--- src/rtl/rsq_defines.svh ---
// offsets, field positions, reset values, voltage and timing constants of the sequencer
`ifndef RSQ_DEFINES_SVH
`define RSQ_DEFINES_SVH

// ****************************************************************
// register offsets
// ****************************************************************
`define RSQ_OFS_SW1_VOLT 8'h07
`define RSQ_OFS_LIN0_CTRL 8'h08
`define RSQ_OFS_LIN1_CTRL 8'h09
`define RSQ_OFS_LIN0_VOLT 8'h0a
`define RSQ_OFS_LIN1_VOLT 8'h0b
`define RSQ_OFS_SW0_DELAY 8'h0c
`define RSQ_OFS_SW1_DELAY 8'h0d

// ****************************************************************
// field positions and reset values
// ****************************************************************
`define RSQ_BIT_ON 0
`define RSQ_BIT_PIN_QUALIFY 1
`define RSQ_BIT_DISCHARGE 2
`define RSQ_RST_CTRL 8'h04
`define RSQ_RST_VOLT 8'h00
`define RSQ_RST_DELAY 8'h00
`define RSQ_CTRL_RSVD_MASK 8'h07
`define RSQ_LIN_VOLT_MASK 8'h1f

// ****************************************************************
// switcher setpoint bands (millivolts)
// ****************************************************************
`define RSQ_SW_BAND1_LO 8'h14
`define RSQ_SW_BAND2_LO 8'h18
`define RSQ_SW_BAND3_LO 8'h9e
`define RSQ_SW_BAND1_MV 12'h2bc
`define RSQ_SW_BAND2_MV 12'h2df
`define RSQ_SW_BAND3_MV 12'h58c
`define RSQ_SW_STEP1_MV 12'h00a
`define RSQ_SW_STEP2_MV 12'h005
`define RSQ_SW_STEP3_MV 12'h014

// ****************************************************************
// linear setpoint (millivolts)
// ****************************************************************
`define RSQ_LIN_TOP_CODE 5'h19
`define RSQ_LIN_BASE_MV 12'h320
`define RSQ_LIN_STEP_MV 12'h064

// ****************************************************************
// timing
// ****************************************************************
`define RSQ_CLK_PERIOD_NS 25
`define RSQ_DELAY_STEP_NS 500000
`define RSQ_STEP_CYCLES (`RSQ_DELAY_STEP_NS / `RSQ_CLK_PERIOD_NS)

`endif

--- src/rtl/rsq_pkg.sv ---
// types shared by the sequencer modules
`default_nettype none
package rsq_pkg;
   typedef enum logic [3:0] {
      RSQ_GATE_OFF = 4'b0001,
      RSQ_GATE_RISE = 4'b0010,
      RSQ_GATE_ON = 4'b0100,
      RSQ_GATE_FALL = 4'b1000
   } rsq_gate_e;
   typedef logic [11:0] rsq_mv_t;
endpackage
`default_nettype wire

--- src/rtl/rsq_seq_if.sv ---
// control and result of one switcher's delayed sequencing
`default_nettype none
interface rsq_seq_if;
   logic en_bit;
   logic qualify;
   logic [3:0] rise_wait;
   logic [3:0] fall_wait;
   logic rise_long;
   logic fall_long;
   logic run;
   modport ctrl (output en_bit, qualify, rise_wait, fall_wait, rise_long, fall_long, input run);
   modport timer (input en_bit, qualify, rise_wait, fall_wait, rise_long, fall_long, output run);
endinterface
`default_nettype wire

--- src/rtl/rsq_seq_timer.sv ---
// startup and shutdown delay timer for one switcher
`default_nettype none
module rsq_seq_timer
   import rsq_pkg::*;
#(
   parameter int unsigned STEP_CYCLES = 20000
) (
   // clock and reset
   input wire logic clk,
   input wire logic srst,
   // synchronised enable pin
   input wire logic pin_level,
   // control and result
   rsq_seq_if.timer sif
);
   localparam int DW = $clog2(STEP_CYCLES + 1);

   if (STEP_CYCLES < 1) begin : g_bad_step
      $error("step length must be at least one cycle");
   end

   rsq_gate_e state_reg, state_next;
   logic [4:0] steps_reg, steps_next;
   logic [DW-1:0] div_reg, div_next;
   logic pin_prev_reg;
   logic tick;
   logic [4:0] rise_load;
   logic [4:0] fall_load;
   logic gate;

   // ****************************************************************
   // delay state machine
   // ****************************************************************
   always_comb begin
      // divider restarts on every entry to a wait, so the delay is exact
      tick = (div_reg == DW'(STEP_CYCLES - 1));
      rise_load = sif.rise_long ? {sif.rise_wait, 1'b0} : {1'b0, sif.rise_wait};
      fall_load = sif.fall_long ? {sif.fall_wait, 1'b0} : {1'b0, sif.fall_wait};
      state_next = state_reg;
      steps_next = steps_reg;
      div_next = tick ? '0 : DW'(div_reg + 1'b1);
      unique case (state_reg)
         RSQ_GATE_OFF: begin
            div_next = '0;
            if (pin_level && !pin_prev_reg) begin
               steps_next = rise_load;
               state_next = (rise_load == 5'h00) ? RSQ_GATE_ON : RSQ_GATE_RISE;
            end
         end
         RSQ_GATE_RISE: begin
            if (!pin_level) begin
               state_next = RSQ_GATE_OFF;
            end else if (tick) begin
               steps_next = 5'(steps_reg - 1'b1);
               if (steps_reg == 5'h01) begin
                  state_next = RSQ_GATE_ON;
               end
            end
         end
         RSQ_GATE_ON: begin
            div_next = '0;
            if (!pin_level && pin_prev_reg) begin
               steps_next = fall_load;
               state_next = (fall_load == 5'h00) ? RSQ_GATE_OFF : RSQ_GATE_FALL;
            end
         end
         RSQ_GATE_FALL: begin
            if (pin_level) begin
               state_next = RSQ_GATE_ON;
            end else if (tick) begin
               steps_next = 5'(steps_reg - 1'b1);
               if (steps_reg == 5'h01) begin
                  state_next = RSQ_GATE_OFF;
               end
            end
         end
         default: begin
            state_next = RSQ_GATE_OFF;
         end
      endcase
   end

   always_ff @(posedge clk) begin
      if (srst) begin
         state_reg <= RSQ_GATE_OFF;
         steps_reg <= 5'h00;
         div_reg <= '0;
         pin_prev_reg <= 1'b0;
      end else begin
         state_reg <= state_next;
         steps_reg <= steps_next;
         div_reg <= div_next;
         pin_prev_reg <= pin_level;
      end
   end

   // software-only regulators bypass the delays entirely
   assign gate = (state_reg == RSQ_GATE_ON) || (state_reg == RSQ_GATE_FALL);
   assign sif.run = sif.qualify ? (sif.en_bit & gate) : sif.en_bit;
endmodule
`default_nettype wire

--- src/rtl/rsq_sequencer.sv ---
// regulator enable sequencer: setpoint, control and delay registers, enable gating
`include "rsq_defines.svh"
`default_nettype none

module rsq_sequencer
   import rsq_pkg::*;
#(
   parameter int unsigned STEP_CYCLES = `RSQ_STEP_CYCLES
) (
   // clock and reset
   input wire logic clk,
   input wire logic srst,
   // register port
   input wire logic reg_wr,
   input wire logic [7:0] reg_addr,
   input wire logic [7:0] reg_wdata,
   output logic [7:0] reg_rdata,
   // external enable pin
   input wire logic en_pin,
   // switcher control bits held elsewhere
   input wire logic [1:0] sw_on,
   input wire logic [1:0] sw_pin_qualify,
   input wire logic rise_long,
   input wire logic fall_long,
   // regulator controls
   output logic [1:0] sw_run,
   output logic [1:0] lin_run,
   output logic [1:0] lin_discharge,
   // voltage targets in millivolts
   output logic [11:0] sw1_target_mv,
   output logic [11:0] lin0_target_mv,
   output logic [11:0] lin1_target_mv
);

   // ****************************************************************
   // setpoint decoding
   // ****************************************************************
   function automatic rsq_mv_t sw_code_mv(input logic [7:0] code);
      rsq_mv_t mv;
      mv = 12'h000; // reserved codes give no target
      if (code >= `RSQ_SW_BAND3_LO) begin
         mv = 12'(`RSQ_SW_BAND3_MV + 12'(code - `RSQ_SW_BAND3_LO) * `RSQ_SW_STEP3_MV);
      end else if (code >= `RSQ_SW_BAND2_LO) begin
         mv = 12'(`RSQ_SW_BAND2_MV + 12'(code - `RSQ_SW_BAND2_LO) * `RSQ_SW_STEP2_MV);
      end else if (code >= `RSQ_SW_BAND1_LO) begin
         mv = 12'(`RSQ_SW_BAND1_MV + 12'(code - `RSQ_SW_BAND1_LO) * `RSQ_SW_STEP1_MV);
      end
      return mv;
   endfunction

   function automatic rsq_mv_t lin_code_mv(input logic [7:0] code);
      rsq_mv_t mv;
      logic [4:0] c;
      c = code[4:0];
      mv = 12'h000;
      // reserved codes above the top give no target
      if (c <= `RSQ_LIN_TOP_CODE) begin
         mv = 12'(`RSQ_LIN_BASE_MV + 12'(c) * `RSQ_LIN_STEP_MV);
      end
      return mv;
   endfunction

   // ****************************************************************
   // pin synchroniser
   // ****************************************************************
   logic pin_meta_reg, pin_sync_reg;

   always_ff @(posedge clk) begin
      if (srst) begin
         pin_meta_reg <= 1'b0;
         pin_sync_reg <= 1'b0;
      end else begin
         pin_meta_reg <= en_pin;
         pin_sync_reg <= pin_meta_reg;
      end
   end

   // ****************************************************************
   // registers
   // ****************************************************************
   logic [7:0] lin_ctrl_reg [2];
   logic [7:0] lin_ctrl_next [2];
   logic [7:0] lin_volt_reg [2];
   logic [7:0] lin_volt_next [2];
   logic [7:0] sw_delay_reg [2];
   logic [7:0] sw_delay_next [2];
   logic [7:0] sw1_volt_reg, sw1_volt_next;
   logic [7:0] rdata_next;

   always_comb begin
      lin_ctrl_next = lin_ctrl_reg;
      lin_volt_next = lin_volt_reg;
      sw_delay_next = sw_delay_reg;
      sw1_volt_next = sw1_volt_reg;
      if (reg_wr) begin
         unique case (reg_addr)
            `RSQ_OFS_SW1_VOLT: sw1_volt_next = reg_wdata;
            // reserved control bits are kept at zero
            `RSQ_OFS_LIN0_CTRL: lin_ctrl_next[0] = reg_wdata & `RSQ_CTRL_RSVD_MASK;
            `RSQ_OFS_LIN1_CTRL: lin_ctrl_next[1] = reg_wdata & `RSQ_CTRL_RSVD_MASK;
            `RSQ_OFS_LIN0_VOLT: lin_volt_next[0] = reg_wdata & `RSQ_LIN_VOLT_MASK;
            `RSQ_OFS_LIN1_VOLT: lin_volt_next[1] = reg_wdata & `RSQ_LIN_VOLT_MASK;
            `RSQ_OFS_SW0_DELAY: sw_delay_next[0] = reg_wdata;
            `RSQ_OFS_SW1_DELAY: sw_delay_next[1] = reg_wdata;
            default: begin
            end
         endcase
      end
      unique case (reg_addr)
         `RSQ_OFS_SW1_VOLT: rdata_next = sw1_volt_reg;
         `RSQ_OFS_LIN0_CTRL: rdata_next = lin_ctrl_reg[0];
         `RSQ_OFS_LIN1_CTRL: rdata_next = lin_ctrl_reg[1];
         `RSQ_OFS_LIN0_VOLT: rdata_next = lin_volt_reg[0];
         `RSQ_OFS_LIN1_VOLT: rdata_next = lin_volt_reg[1];
         `RSQ_OFS_SW0_DELAY: rdata_next = sw_delay_reg[0];
         `RSQ_OFS_SW1_DELAY: rdata_next = sw_delay_reg[1];
         default: rdata_next = 8'h00;
      endcase
   end

   always_ff @(posedge clk) begin
      if (srst) begin
         lin_ctrl_reg[0] <= `RSQ_RST_CTRL;
         lin_ctrl_reg[1] <= `RSQ_RST_CTRL;
         lin_volt_reg[0] <= `RSQ_RST_VOLT;
         lin_volt_reg[1] <= `RSQ_RST_VOLT;
         sw_delay_reg[0] <= `RSQ_RST_DELAY;
         sw_delay_reg[1] <= `RSQ_RST_DELAY;
         sw1_volt_reg <= `RSQ_RST_VOLT;
         reg_rdata <= 8'h00;
      end else begin
         lin_ctrl_reg <= lin_ctrl_next;
         lin_volt_reg <= lin_volt_next;
         sw_delay_reg <= sw_delay_next;
         sw1_volt_reg <= sw1_volt_next;
         reg_rdata <= rdata_next;
      end
   end

   // ****************************************************************
   // switcher delayed sequencing
   // ****************************************************************
   logic [1:0] sw_run_raw;

   for (genvar i = 0; i < 2; i++) begin : g_sw
      rsq_seq_if sif ();

      // each switcher reads only its own delay register
      assign sif.en_bit = sw_on[i];
      assign sif.qualify = sw_pin_qualify[i];
      assign sif.rise_wait = sw_delay_reg[i][3:0];
      assign sif.fall_wait = sw_delay_reg[i][7:4];
      assign sif.rise_long = rise_long;
      assign sif.fall_long = fall_long;
      assign sw_run_raw[i] = sif.run;

      rsq_seq_timer #(
         .STEP_CYCLES(STEP_CYCLES)
      ) u_timer (
         .clk(clk),
         .srst(srst),
         .pin_level(pin_sync_reg),
         .sif(sif)
      );
   end

   // ****************************************************************
   // linear regulators and outputs
   // ****************************************************************
   logic [1:0] lin_run_next;
   logic [1:0] lin_dis_next;

   always_comb begin
      for (int k = 0; k < 2; k++) begin
         // linear regulators have no delay register here, so they gate at once
         lin_run_next[k] = lin_ctrl_reg[k][`RSQ_BIT_ON] &
            (~lin_ctrl_reg[k][`RSQ_BIT_PIN_QUALIFY] | pin_sync_reg);
         lin_dis_next[k] = ~lin_run_next[k] & lin_ctrl_reg[k][`RSQ_BIT_DISCHARGE];
      end
   end

   always_ff @(posedge clk) begin
      if (srst) begin
         sw_run <= 2'h0;
         lin_run <= 2'h0;
         lin_discharge <= 2'h0;
         sw1_target_mv <= 12'h000;
         lin0_target_mv <= 12'h000;
         lin1_target_mv <= 12'h000;
      end else begin
         sw_run <= sw_run_raw;
         lin_run <= lin_run_next;
         lin_discharge <= lin_dis_next;
         sw1_target_mv <= sw_code_mv(sw1_volt_reg);
         lin0_target_mv <= lin_code_mv(lin_volt_reg[0]);
         lin1_target_mv <= lin_code_mv(lin_volt_reg[1]);
      end
   end

endmodule
`default_nettype wire

--- config.mk ---
export PLATFORM = sky130hd
export DESIGN_NAME = rsq_sequencer
export DESIGN_NICKNAME = d
export VERILOG_FILES = /design/src/rtl/rsq_pkg.sv /design/src/rtl/rsq_seq_if.sv /design/src/rtl/rsq_seq_timer.sv /design/src/rtl/rsq_sequencer.sv
export VERILOG_INCLUDE_DIRS = /design/src /design/src/rtl
export SDC_FILE = /design/constraint.sdc
export NUM_CORES = 1
export LEC_CHECK = 0
export ABC_AREA = 1
export CAP_MARGIN = 10
export CORE_ASPECT_RATIO = 1.5
export CORE_MARGIN = 2
export CORE_UTILIZATION = 67
export CTS_BUF_LIST = sky130_fd_sc_hd__clkbuf_8
export DETAILED_ROUTE_END_ITERATION = 6
export DONT_BUFFER_PORTS = 1
export PLACE_DENSITY = 0.9
export SLEW_MARGIN = 20
export SYNTH_ARGS = -nofsm -noshare
export SYNTH_HDL_FRONTEND = slang
export SYNTH_SLANG_ARGS = --single-unit
--- constraint.sdc ---
create_clock -name clk -period 3.2 [get_ports clk]
set_input_delay 0.64 -clock clk [delete_from_list [all_inputs] [get_ports clk]]
set_output_delay 0.64 -clock clk [all_outputs]
set_load 0.05 [all_outputs]
==> flow_summary_export.csv <==
group,metric,value,unit
detailed_routing,firstDrtPassIters,7,
sta,final_max_slew_viol_count,0,
worst_setup_path,path_max_fanout,5,
clocking,htreeDepth,4,
sta,max_freq,0.325,GHz
finish,areaGrowthSynthToFinish,7.04,%
sta,fin_crit,3.08,ns
global_routing,grt_start_max_net_pins,57,
clocking,clk_pin_slew_worst_paths,0.09,ns
detailed_routing,drc,0,
clocking,clk_latency,0.47,ns
global_routing,grt_usage,32.9,%
finish,final_cell_mix,"inv_1 (205), nand2_1 (187), dfxtp_1 (133)",
clocking,numCtsBuffers,17,
worst_setup_path,crit_start,"sw1_volt_reg[3]",
detailed_routing,drt_wl_total,23800,µm
worst_setup_path,cp-end-kind,"flop",
worst_hold_path,min_to,"sw1_target_mv[10]",
run,drv_cap,0,
detailed_routing,vias,8822,
sta,hold_violations,0,
worst_setup_path,cpMostUsedCell,"nand2_1",
worst_setup_path,path_cells,"inv_1 > ha_1 > a21oi_2 > nand2_1 > xor2_2 > ha_1 > ha_1 > nand2_1 > nand2_1 > inv_1 > nand3_1 > nand2_1 > nand2_1 > nand2_1 > inv_1 > o21ai_1 > o21ai_1 > o21ai_1 > inv_1",
detailed_routing,via_per_inst,6.03,
finish,instances_no_fill,1463,
die,num_rows,52,
detailed_routing,dr.first_iter.drc_count,735,
clocking,ctsHoldBuffers,0,
global_routing,antenna_found_initial,0,
sta,tightest_slew,0.713,ns
detailed_routing,met1_length,8540,µm
worst_setup_path,reg2reg_to,"sw1_target_mv[9]",
worst_setup_path,arrival,3.45,ns
worst_hold_path,min_from,"srst",
yosys,avgSynthCellArea,7.30,µm²
sta,rsz0062_at_grt,"true",
worst_setup_path,reg2reg_slack,0.12,ns
placement,place_ws,-0.0196,ns
worst_setup_path,crit_type,"reg -> reg",
global_routing,grt_pass1_wl,39400,µm
die,core_area,0.0135,mm²
worst_setup_path,slowest_delay,0.37,ns
yosys,synthArstFlopShare,0,%
die,dieArea,0.0149,mm²
sta,clock_skew,0.0137,ns
sta,min_period_over_period,96.2,%
detailed_routing,postRouteAntennaNets,0,
yosys,ys_seq_elements,137,
detailed_routing,drt-wirelength-per-cell,16.3,µm
worst_hold_path,hp-class,"in -> reg",
run_status,outcome,"complete, no violations",
die,die_x,100,µm
worst_setup_path,start_kind,"flop",
sta,setup_ws,0.121,ns
worst_setup_path,worstPathRequired,3.57,ns
sta,timing.hold.ws,0.226,ns
power,p_leak,4.73,nW
yosys,syn_inst,1276,
die,num_io_pins,76,
yosys,ys_warn_count,0,
placement,dp_cells,1430,
detailed_routing,dr_wl_met3,1440,µm
placement,place.gp.congestion,0.998,
yosys,synth-main-ff-cell,"dfxtp_1",
power,power,4.14,mW
worst_setup_path,path_delay_family,"adder cells",
power,cellPowerDensity,415,mW/mm²
clocking,cts.sinks,137,
yosys,synth.distinct_cells,58,
worst_setup_path,path_depth,19,
yosys,seq_area_frac_synth,29.4,%
global_routing,grt-ovfl-total,0,
clocking,cts_max_path_buffers,2,
global_routing,grt_pass1_vias,8720,
sta,slew-limit-headroom,52.2,%
worst_setup_path,r2r_start,"sw1_volt_reg[3]",
placement,dpl.hpwl,17800,µm
finish,final_common_cell,"inv_1",
finish,fin_nets,1428,
finish,largest_register_ff_count,30,
finish,fill_cells,1050,
die,die_h,148,µm
worst_hold_path,whs_path_depth,1,
worst_setup_path,crit_buf_inv,4,
power,peakVddDrop,215,µV
placement,dpl_cell_area,0.00952,mm²
sta,fin_setup_tns,0,ns
yosys,synth_edf_count,0,
yosys,syn_area,0.00932,mm²
finish,stdcell_area,0.00997,mm²
die,start_util,68.8,%
clocking,ctsRootBufferMaster,"clkbuf_8",
finish,diodes,0,
sta,final-setup-viol-count,0,
placement,numPortBuffers,0,
worst_setup_path,reg2reg_depth,19,
detailed_routing,top_layer_used,"met4",
finish,post-route-util,73.7,%
worst_setup_path,cp_slowest_cell,"dfxtp_2",
finish,drive_above_1_share,10.1,%
clocking,cts_tree,"yes",
detailed_routing,dr_wl_met2,12100,µm
-- cell type report --
cell class	count	area, µm²	share of cell area [%]
multi-input cells	896	5680	57.0
flip-flops and latches	137	2750	27.6
inverters	222	843	8.46
clock buffers	19	262	2.62
well taps	162	203	2.03
clock inverters	13	120	1.20
repair buffers	14	118	1.18
-- metal layers --
metal	GRT usage, %	up-vias
met5	0	-
met4	22.2	0
met3	6.81	155
met2	59.1	365
met1	33.7	4064
li1	-	4238
-- report_power, final --
part / total, mW / internal (mW) / switching, mW
combinational: 0.835 / 0.275 / 0.561
sequential: 1.90 / 1.80 / 0.102
clock: 1.40 / 0.660 / 0.737
total: 4.14 / 2.74 / 1.40
-- cells in the mapped netlist (2+ instances only) --
| library cell | count | share of area [%] |
|---|---|---|
| a211oi_1 | 4 | 0.32 |
| a21boi_0 | 3 | 0.24 |
| a21oi_1 | 99 | 5.3 |
| a21oi_2 | 3 | 0.28 |
| a22oi_1 | 3 | 0.24 |
| a31oi_1 | 6 | 0.40 |
| buf_2 | 6 | 0.32 |
| buf_4 | 4 | 0.32 |
| clkbuf_1 | 12 | 0.48 |
| dfxtp_1 | 137 | 29 |
| fa_1 | 10 | 2.1 |
| ha_1 | 104 | 14 |
| inv_1 | 205 | 8.3 |
| inv_2 | 13 | 0.52 |
| inv_4 | 2 | 0.13 |
| nand2_1 | 188 | 7.6 |
| nand2_2 | 12 | 0.81 |
| nand2_4 | 4 | 0.48 |
| nand3_1 | 71 | 3.8 |
| nand3_2 | 2 | 0.21 |
| nand3b_1 | 7 | 0.56 |
| nand4_1 | 21 | 1.4 |
| nor2_1 | 97 | 3.9 |
| nor2_2 | 8 | 0.54 |
| nor2_4 | 4 | 0.48 |
| nor3_1 | 30 | 1.6 |
| nor3_2 | 2 | 0.21 |
| nor3_4 | 4 | 0.70 |
| nor3b_1 | 5 | 0.40 |
| nor4_1 | 3 | 0.20 |
| o211ai_1 | 18 | 1.5 |
| o21a_1 | 2 | 0.16 |
| o21ai_0 | 84 | 4.5 |
| o21ai_1 | 14 | 0.75 |
| o21ai_2 | 5 | 0.47 |
| o21bai_1 | 3 | 0.24 |
| o221ai_1 | 4 | 0.38 |
| o22ai_1 | 18 | 1.2 |
| or2_2 | 6 | 0.40 |
| xnor2_1 | 14 | 1.3 |
| xor2_1 | 22 | 2.1 |
-- cells by family (layout without fill, tap and decap cells) --
| family | count (synthesis) | after routing | share of synthesized area [%] |
|---|---|---|---|
| buffers and inverters | 246 | 268 | 10.3 |
| AND/OR/NAND/NOR | 470 | 470 | 23.9 |
| AO/OA/AOI/OAI | 271 | 271 | 16.6 |
| adder cells (fa/ha/maj) | 114 | 114 | 16.1 |
| XOR/XNOR | 36 | 36 | 3.38 |
| multiplexers | 1 | 1 | 0.107 |
| other | 1 | 4 | 0.0403 |
| flip-flops | 137 | 137 | 29.4 |
-- worst max-delay path by stage --
stage | slack, ns | endpoint
2_1_floorplan | 0.27 | sw1_target_mv[9]
4_1_cts | 0.06 | sw1_target_mv[11]
3_3_place_gp | 0.07 | sw1_target_mv[9]
3_5_place_dp | -0.02 | sw1_target_mv[9]
6_report | 0.12 | sw1_target_mv[9]
5_1_grt | -0.04 | sw1_target_mv[9]
-- repair_timing --
item	CTS	global route
endpoints found under the setup margin	2	6
setup buffers	0	1
pin swaps	0	4
gates resized for setup	3	18
endpoints found under the hold margin	0	0
(Power assumes the default switching activity.)
